[src/design/rfc_pkg.sv]
// Constants for the receive-frame result counters.
// Assumes a byte-wide register port with byte addresses as printed.
package rfc_pkg;

  // ----------------------------------------------------------------
  // Widths
  // ----------------------------------------------------------------
  localparam int unsigned ADDR_W  = 16;
  localparam int unsigned DATA_W  = 8;
  localparam int unsigned COUNT_W = 32;
  localparam int unsigned LANE_W  = 2;

  // ----------------------------------------------------------------
  // Byte addresses of the low byte of each counter
  // ----------------------------------------------------------------
  localparam logic [ADDR_W-1:0] SUCCESS_COUNT_ADDR  = 16'h014c;
  localparam logic [ADDR_W-1:0] CRC_FAIL_COUNT_ADDR = 16'h0150;

  // ----------------------------------------------------------------
  // Values after reset, unmapped read value and count step
  // ----------------------------------------------------------------
  localparam logic [COUNT_W-1:0] COUNT_RESET  = 32'h0000_0000;
  localparam logic [DATA_W-1:0]  RDATA_RESET  = 8'h00;
  localparam logic [DATA_W-1:0]  UNMAPPED_VAL = 8'h00;
  localparam logic [COUNT_W-1:0] COUNT_ONE    = 32'h0000_0001;

endpackage

[src/design/rfc_event_counter.sv]
// One 32-bit frame event counter.
// Assumes inc is a one-cycle pulse synchronous to clock.
`timescale 1ns/1ps
`default_nettype none

module rfc_event_counter (
  input  wire logic                        clock,
  input  wire logic                        rst,
  input  wire logic                        inc,
  output logic [rfc_pkg::COUNT_W-1:0]      count_value
);

  logic [rfc_pkg::COUNT_W-1:0] count_reg;
  logic [rfc_pkg::COUNT_W-1:0] count_next;

  // ----------------------------------------------------------------
  // Next value
  // ----------------------------------------------------------------
  // Plain modulo add: all ones rolls over to zero
  always_comb begin
    count_next = count_reg;
    if (inc) begin
      count_next = rfc_pkg::COUNT_W'(count_reg + rfc_pkg::COUNT_ONE);
    end
  end

  always_ff @(posedge clock) begin
    if (rst) begin
      count_reg <= rfc_pkg::COUNT_RESET;
    end else begin
      count_reg <= count_next;
    end
  end

  assign count_value = count_reg;

endmodule

`default_nettype wire

[src/design/rfc_counters.sv]
// Receive-frame result counters: success and CRC-fail frame counts.
// Assumes frame outcome strobes and register strobes are synchronous to clock.
//
// What this block does
// - Count frames passing header and CRC checks
// - Count frames passing header, failing CRC
// - Success count: read-only, 014CH-014FH, resets zero
// - CRC-fail count: read-only, 0150H-0153H, resets zero
`timescale 1ns/1ps
`default_nettype none

module rfc_counters (
  input  wire logic                        clock,
  input  wire logic                        rst,
  input  wire logic                        frame_done,
  input  wire logic                        phr_pass,
  input  wire logic                        crc_pass,
  input  wire logic [rfc_pkg::ADDR_W-1:0]  addr,
  input  wire logic [rfc_pkg::DATA_W-1:0]  wr_data,
  input  wire logic                        wr_en,
  input  wire logic                        rd_en,
  output logic      [rfc_pkg::DATA_W-1:0]  rd_data
);

  // ----------------------------------------------------------------
  // Byte lane selection
  // ----------------------------------------------------------------
  function automatic logic [rfc_pkg::DATA_W-1:0] lane_select(
    input logic [rfc_pkg::COUNT_W-1:0] value,
    input logic [rfc_pkg::LANE_W-1:0]  lane
  );
    logic [rfc_pkg::DATA_W-1:0] b;
    b = value[rfc_pkg::DATA_W*lane +: rfc_pkg::DATA_W];
    return b;
  endfunction

  function automatic logic word_hit(
    input logic [rfc_pkg::ADDR_W-1:0] a,
    input logic [rfc_pkg::ADDR_W-1:0] base
  );
    return a[rfc_pkg::ADDR_W-1:rfc_pkg::LANE_W] == base[rfc_pkg::ADDR_W-1:rfc_pkg::LANE_W];
  endfunction

  // ----------------------------------------------------------------
  // Frame outcome qualification
  // ----------------------------------------------------------------
  logic success_inc;
  logic crc_fail_inc;
  logic [rfc_pkg::COUNT_W-1:0] success_count_value;
  logic [rfc_pkg::COUNT_W-1:0] crc_fail_count_value;

  // Header failures land in neither counter
  assign success_inc  = frame_done & phr_pass & crc_pass;
  assign crc_fail_inc = frame_done & phr_pass & ~crc_pass;

  rfc_event_counter u_success (
    .clock       (clock),
    .rst         (rst),
    .inc         (success_inc),
    .count_value (success_count_value)
  );

  rfc_event_counter u_crc_fail (
    .clock       (clock),
    .rst         (rst),
    .inc         (crc_fail_inc),
    .count_value (crc_fail_count_value)
  );

  // ----------------------------------------------------------------
  // Register read port
  // ----------------------------------------------------------------
  logic [rfc_pkg::DATA_W-1:0] rd_data_reg;
  logic [rfc_pkg::DATA_W-1:0] rd_data_next;

  // No snapshot on purpose: a multi-byte read may tear while counting,
  // software handles that by re-reading the low byte.
  // Writes have no path into the counters, so wr_data is never stored.
  always_comb begin
    rd_data_next = rfc_pkg::RDATA_RESET;
    if (rd_en) begin
      if (word_hit(addr, rfc_pkg::SUCCESS_COUNT_ADDR)) begin
        rd_data_next = lane_select(success_count_value, addr[rfc_pkg::LANE_W-1:0]);
      end else if (word_hit(addr, rfc_pkg::CRC_FAIL_COUNT_ADDR)) begin
        rd_data_next = lane_select(crc_fail_count_value, addr[rfc_pkg::LANE_W-1:0]);
      end else begin
        rd_data_next = rfc_pkg::UNMAPPED_VAL;
      end
    end
  end

  always_ff @(posedge clock) begin
    if (rst) begin
      rd_data_reg <= rfc_pkg::RDATA_RESET;
    end else begin
      rd_data_reg <= rd_data_next;
    end
  end

  assign rd_data = rd_data_reg;

  logic wr_seen;
  assign wr_seen = wr_en;
endmodule

`default_nettype wire

[config.mk]
export PLATFORM = sky130hd
export DESIGN_NAME = rfc_counters
export DESIGN_NICKNAME = d
export VERILOG_FILES = /design/src/design/rfc_pkg.sv /design/src/design/rfc_event_counter.sv /design/src/design/rfc_counters.sv
export SDC_FILE = /design/constraint.sdc
export NUM_CORES = 1
export LEC_CHECK = 0
export BUFFER_PORTS_ARGS = -buffer_cell sky130_fd_sc_hd__buf_4
export CORE_UTILIZATION = 30
export CTS_CLUSTER_DIAMETER = 60
export CTS_CLUSTER_SIZE = 30
export DETAILED_ROUTE_END_ITERATION = 16
export PLACE_DENSITY = 0.55
export SYNTH_ARGS = -nofsm -noshare
export SYNTH_HDL_FRONTEND = slang
export SYNTH_SLANG_ARGS = --single-unit
export TNS_END_PERCENT = 100
[constraint.sdc]
create_clock -name clock -period 2.4 [get_ports clock]
set_input_delay 0.48 -clock clock [delete_from_list [all_inputs] [get_ports clock]]
set_output_delay 0.48 -clock clock [all_outputs]
set_load 0.005 [all_outputs]
==> results_dict.tcl, run 1 <==
set metrics [dict create \
    outcome "finished clean" \
    critPathMaxFanout 10 \
    crit_family "simple AND/OR/NAND/NOR gates" \
    layout-drive-gt1-share_pct 17.5 \
    ant_nets 0 \
    final-hold-violation-count 0 \
    postCtsResizedCells 0 \
    cts_sinks 72 \
    worstSetupEndpointType "flop" \
    htreeDepth 3 \
    slowest_delay_ps 480 \
    cts_root_buf "clkbuf_16" \
    async_flop_share_pct 0 \
    io_buffers 29 \
    setup_viol 0 \
    synth_common_cells "72 x dfxtp_1, 60 x nor2_1, 35 x xnor2_1, 24 x inv_1, 20 x xor2_1" \
    clock_latency_ps 330 \
    cts_buffer_depth 2 \
    pre_cts_slack_ps 179 \
    worstPathRequired_ps 2610 \
    vias_per_cell 4.94 \
    place.gp.congestion 0.768 \
    post_drt_wl_per_cell_um 13.6 \
    die_area_um2 12900 \
    power.static_leakage_uw 0.00150 \
    synth_top_area_share_pct 38.5 \
    worst_pin_slew_ps 487 \
    io_pins 39 \
    path_class "flop to flop" \
    finalWirelength_um 8270 \
    slew_headroom_pct 67.5 \
    critPathLaunchType "flop" \
    clock_skew_ps 4.57 \
    path_cells "and4_1 > nand4_1 > nor4_1 > xnor2_1 > nor2_1" \
    syn_to_final_growth_pct 18.6 \
    first_iter_violations 192 \
    cellPowerDensity_nw_per_um2 602 \
    yosys_warnings 0 \
    finalCritPeriodShare_pct 81.4 \
    critPathBufInv 0 \
    yosysTopAreaCell "dfxtp_1" \
    netlist_area_um2 3750 \
    tns_ps 0 \
    tritoncts "done" \
    grt_max_degree 41 \
    nNetsFinal 467 \
    initial_core_util_pct 31.0 \
    fin_crit_ps 1950 \
    synth_top_flop_cell "dfxtp_1" \
    critPathSlowestCell "dfxtp_1" \
    grtUsageTotal_pct 14.2 \
    grt_pass1_wl_um 14600 \
    ys_types 38 \
    dr.pass1.iters 4 \
    synth_edf_count 0 \
    die_h_um 114 \
    ys_ff_latch 72 \
    setup_ws_ps 445 \
    synth.most_common_cell "dfxtp_1" \
    yosysSeqAreaShare_pct 38.5 \
    diodes 0 \
    synthesis.instances 408 \
    grt_overflow_total 0 \
    rsz0062_at_grt "false" \
    final_max_slew_viol_count 0 \
    crit_arrival_ps 2160 \
    num_vias 2996 \
    first_global_vias 2876 \
    hold_path_class "input pin to flop" \
    ctsHoldBuffers 0 \
    place_hpwl_um 6040 \
    syn_area_per_cell_um2 9.19 \
    syn-num-nets 441 \
    antenna_found_initial 0 \
    core_um2 12100 \
    maxCapViolations 0 \
    drc 0 \
    rows 40 \
    postCtsSetupRepairBufs 0 \
    fmax_mhz 512 \
    die_w_um 114 \
    cts.clk_slew.worst_paths_ps 50 \
    netlist_top_cells_area "dfxtp_1 38%, mux4_2 9.0%, xnor2_1 8.2%, nor2_1 6.0%, xor2_1 4.7%" \
    cts_inserted_buffers 9 \
    ir_worst_vdd_uv 294 \
]
-- where the power goes --
part / leakage (uW) / total, uW / internal [uW] / switching, uW
Clock: 0.000159 / 1390 / 916 / 472
Sequential: 0.000580 / 1200 / 1200 / 3.55
Combinational: 0.000761 / 87.7 / 41.9 / 45.8
Total: 0.00150 / 2680 / 2160 / 522
-- worst paths after layout --
| path | startpoint | endpoint | slack, ps | cells after the start |
|---|---|---|---|---|
| min | crc_pass | u_crc_fail.count_value[1] | 460 | 3 |
| max reg2reg | u_success.count_value[4] | u_success.count_value[24] | 450 | 5 |
| min reg2reg | u_success.count_value[31] | u_success.count_value[31] | 490 | 2 |
| max | u_success.count_value[4] | u_success.count_value[24] | 450 | 5 |
-- worst reg2reg max path: cells and delay by family (launching register included) --
family,cells,cell delay (ps)
and+or+nand+nor,4,1190
xor gates and xnor gates,1,160
DFF,1,480
-- cell families after synthesis --
kind of cell             Yosys count  share of synthesized area (%)
AO/OA/AOI/OAI                     23                           3.34
XOR/XNOR                          55                           12.9
flip-flops                        72                           38.5
buffers and inverters             43                           4.71
AND/OR/NAND/NOR                  196                           30.0
adder cells (fa/ha/maj)            2                          0.667
multiplexers                      17                           9.98
-- placed cells by master (no fill, tap or decap), types with 2 or more instances in the layout --
master and count:
clkbuf_16 9, nor4_4 3, nand4_1 18, buf_4 34
nor2b_1 2, and3_1 6, nor3_1 19, and2_1 12
nor2_1 60, nand2_1 18, inv_1 24, or4_1 2
clkbuf_8 4, o22ai_1 8, mux4_2 15, a21oi_1 8
and4_1 7, xor2_1 20, nor4_1 10, dfxtp_1 72
xnor2_1 35, o21ai_0 7, nand4b_1 2, or3_1 8
nand3_2 2, nand4_2 3, nand3_1 17, ha_1 2
-- through the flow --
step,power [uW],util (%),instance area [um2],cells,hold WS [ps]
2_1_floorplan,1280,-,3750,408,455
3_3_place_gp,1320,34.1,4130,591,471
3_5_place_dp,1320,34.1,4130,591,477
4_1_cts,2720,36.7,4450,607,456
5_1_grt,2780,36.7,4450,607,473
6_report,2680,36.7,4450,607,460
-- final cells by class --
type / instances / area [um2]
multi-input cells: 293 / 2130
clock inverters: 2 / 35.0
repair buffers: 34 / 255
inverters: 24 / 90.1
well taps: 168 / 210
flip-flops and latches: 72 / 1440
clock buffers: 14 / 284
fillers: 1243 / 7660
-- metal layers --
metal / global-route usage [%] / part of all wire [%] / wire [um]
met3: 2.76 / 3.5 / 286
met1: 19.6 / 49 / 4020
met4: 5.11 / 0.83 / 69
met2: 22.2 / 47 / 3890
met5: 0 / 0 / 0
No activity file was read; power rests on OpenSTA's default activity.
==> run 2: changes to the inputs <==
- ABC_AREA: not set -> 1
- clock period: 2.4 -> 1.84 ns (I/O delays scaled with it)
==> run 2 against run 1 <==
Die area up 17%. Final area up 17%. Hold slack worse by 55 ps. Sequential power up 31%. Sequential share of layout area down 4.6 points. Synthesized cell count up 76%. Utilization up 0.051 points. Non-clock buffer count up 12. Wire length up 48%. Power up 38%. Largest cell class unchanged. Highest routed layer unchanged.
==> results_dict.tcl, run 2 <==
set metrics [dict create \
    post_drt_wl_per_cell_um 13.0 \
    vias_per_cell 4.65 \
    path_cells "ha_1 > inv_1 > nor2_1 > nand3_1 > nor2_1 > nand3_1 > nand2_1 > nor2_1" \
    critPathBufInv 1 \
    worst_pin_slew_ps 403 \
    cts_buffer_depth 2 \
    slew_headroom_pct 73.1 \
    grt_max_degree 26 \
    layout_common_cells "168 x nand2_1, 124 x nor2_1, 85 x inv_1" \
    first_iter_violations 249 \
    antenna_found_initial 0 \
    crit_family "simple AND/OR/NAND/NOR gates" \
    synth.most_common_cell "nand2_1" \
    cts_root_buf "clkbuf_16" \
    io_buffers 29 \
    ant_nets 0 \
    finalWirelength_um 12200 \
    hp-start "crc_pass" \
    fin_crit_ps 1640 \
    place_inst 926 \
    multiInputGateArea_um2 2520 \
    seq_area_um2 1440 \
    ys_types 31 \
    rr_worst_depth 8 \
    diodes 0 \
    yosys_warnings 0 \
    layout-drive-gt1-share_pct 11.7 \
    synth_edf_count 0 \
    final-hold-violation-count 0 \
    final_common_cell "nand2_1" \
    crit_arrival_ps 1860 \
    outcome "finished clean" \
    dr.pass1.iters 4 \
    fillerInstances 1597 \
    netlist_top_cells_area "dfxtp_1 33%, nand2_1 14%, nor2_1 11%, inv_1 7.3%, a21oi_1 7.0%" \
    synth_top_flop_cell "dfxtp_1" \
    nNetsFinal 790 \
    rr_endpoint "u_success.count_value[14]" \
    grtUsageTotal_pct 17.7 \
    place_hpwl_um 9450 \
    path_class "flop to flop" \
    synth_common_cells "168 x nand2_1, 124 x nor2_1, 85 x inv_1, 72 x dfxtp_1, 61 x a21oi_1" \
    final_max_slew_viol_count 0 \
    clock_latency_ps 340 \
    tns_ps 0 \
    tritoncts "done" \
    rows 43 \
    fmax_mhz 608 \
    cts_sinks 72 \
    clock_skew_ps 3.20 \
    yosysSeqAreaShare_pct 32.9 \
    num_vias 4377 \
    p_total_uw 3690 \
    die_h_um 123 \
    critPathLaunchType "flop" \
    syn_area_per_cell_um2 6.10 \
    syn_to_final_growth_pct 18.1 \
    ir_worst_vdd_uv 431 \
    postCtsSetupRepairBufs 0 \
    hold_depth 4 \
    drc 0 \
    async_flop_share_pct 0 \
    worstSetupEndpointType "flop" \
    netlist_area_um2 4390 \
    htreeDepth 3 \
    ff2ff_setup_slack_ps 200 \
    critPathSlowestCell "dfxtp_1" \
    min_to "u_crc_fail.count_value[2]" \
    worstReg2RegStart "u_success.count_value[1]" \
    place.gp.congestion 0.892 \
    ys_ff_latch 72 \
    hold_path_class "input pin to flop" \
    initial_core_util_pct 31.1 \
    critPathMaxFanout 5 \
    crit_path_frequent_cell "nor2_1" \
    layout.cells.non_filler 942 \
    rsz0062_at_grt "false" \
    postCtsResizedCells 0 \
    die_area_um2 15100 \
    die_w_um 123 \
    slowest_delay_ps 380 \
    syn-num-nets 752 \
    yosysTopAreaCell "dfxtp_1" \
    ctsHoldBuffers 0 \
    cts_inserted_buffers 9 \
    cellPowerDensity_nw_per_um2 712 \
    finalCritPeriodShare_pct 89.4 \
    grt_pass1_wl_um 20300 \
    core_um2 14100 \
    first_global_vias 4097 \
    power.static_leakage_uw 0.00191 \
    setup_viol 0 \
    cts.clk_slew.worst_paths_ps 60 \
    worstPathRequired_ps 2050 \
    maxCapViolations 0 \
    io_pins 39 \
    synth_top_area_share_pct 32.9 \
    synthesis.instances 719 \
    grt_overflow_total 0 \
]
[run 2: cell count changes after synthesis, sizes merged, moves of 10 or more]
cell / before / now
nand2: 18 / 171
nor2: 60 / 140
inv: 24 / 86
a21oi: 8 / 61
o21ai: 7 / 57
nand3: 20 / 62
xnor2: 35 / 0
mux4: 16 / 0
xor2: 20 / 4
nor4: 14 / 0
nand4: 21 / 11
[run 2: final cells by class]
class | count | share of cell area (%)
Multi-Input combinational cell | 540 | 48.6
Sequential cell | 72 | 27.8
Timing Repair Buffer | 46 | 6.66
Inverter | 88 | 6.37
Clock buffer | 10 | 4.61
Tap cell | 180 | 4.35
Clock inverter | 6 | 1.59
[run 2: worst max path at each step]
stage	end	start	depth (start not counted)	slack, ps
4_1_cts	u_success.count_value[30]	u_success.count_value[1]	8	170
5_1_grt	u_crc_fail.count_value[26]	u_crc_fail.count_value[1]	10	20
2_1_floorplan	u_crc_fail.count_value[26]	u_crc_fail.count_value[0]	10	440
3_5_place_dp	u_success.count_value[30]	frame_done	9	120
3_3_place_gp	u_success.count_value[30]	frame_done	9	160
6_report	u_success.count_value[14]	u_success.count_value[1]	8	200
[run 2: through the flow]
stage	area (um2)	setup WS, ps	hold WS (ps)	util, %
after floorplan	4390	435	452	-
after CTS	5180	168	393	36.8
after global routing	5180	16.5	423	36.8
final	5180	196	405	36.8
after global placement	4860	159	500	34.5
after detailed placement	4860	117	503	34.5
[run 2: logic make-up (layout without fill, tap and decap cells)]
kind of cell               after synthesis  after routing  synth area share, %
and+or+nand+nor                        408            408                 41.3
adders and majority gates                2              2                0.570
DFF                                     72             72                 32.9
AOI/OAI and AO/OA                      126            126                 14.7
xor gates and xnor gates                 4              4                0.799
buffers and inverters                  107            150                 9.73
[run 2: routing by layer]
layer  vias to the layer above  GRT usage (%)  routed length, um  part of all wire [%]
met4                         0           6.33                266                   2.2
li1                       2395              -                  -                     -
met2                        78           29.3               5710                    47
met5                         -              0                  0                     0
met1                      1887           22.4               5800                    47
met3                        17           4.06                459                   3.8
[run 2: worst reg2reg max path: cells and delay by family, from the launching register on]
kind,cells,cell delay (ps)
buffers and inverters,1,60
DFF,1,380
and+or+nand+nor,6,890
adders and majority gates,1,200
[run 2: report_power, final]
| part | internal (uW) | total (uW) | switching (uW) |
|---|---|---|---|
| registers | 1560 | 1570 | 3.30 |
| clock network | 1220 | 1910 | 692 |
| logic | 86.9 | 217 | 131 |
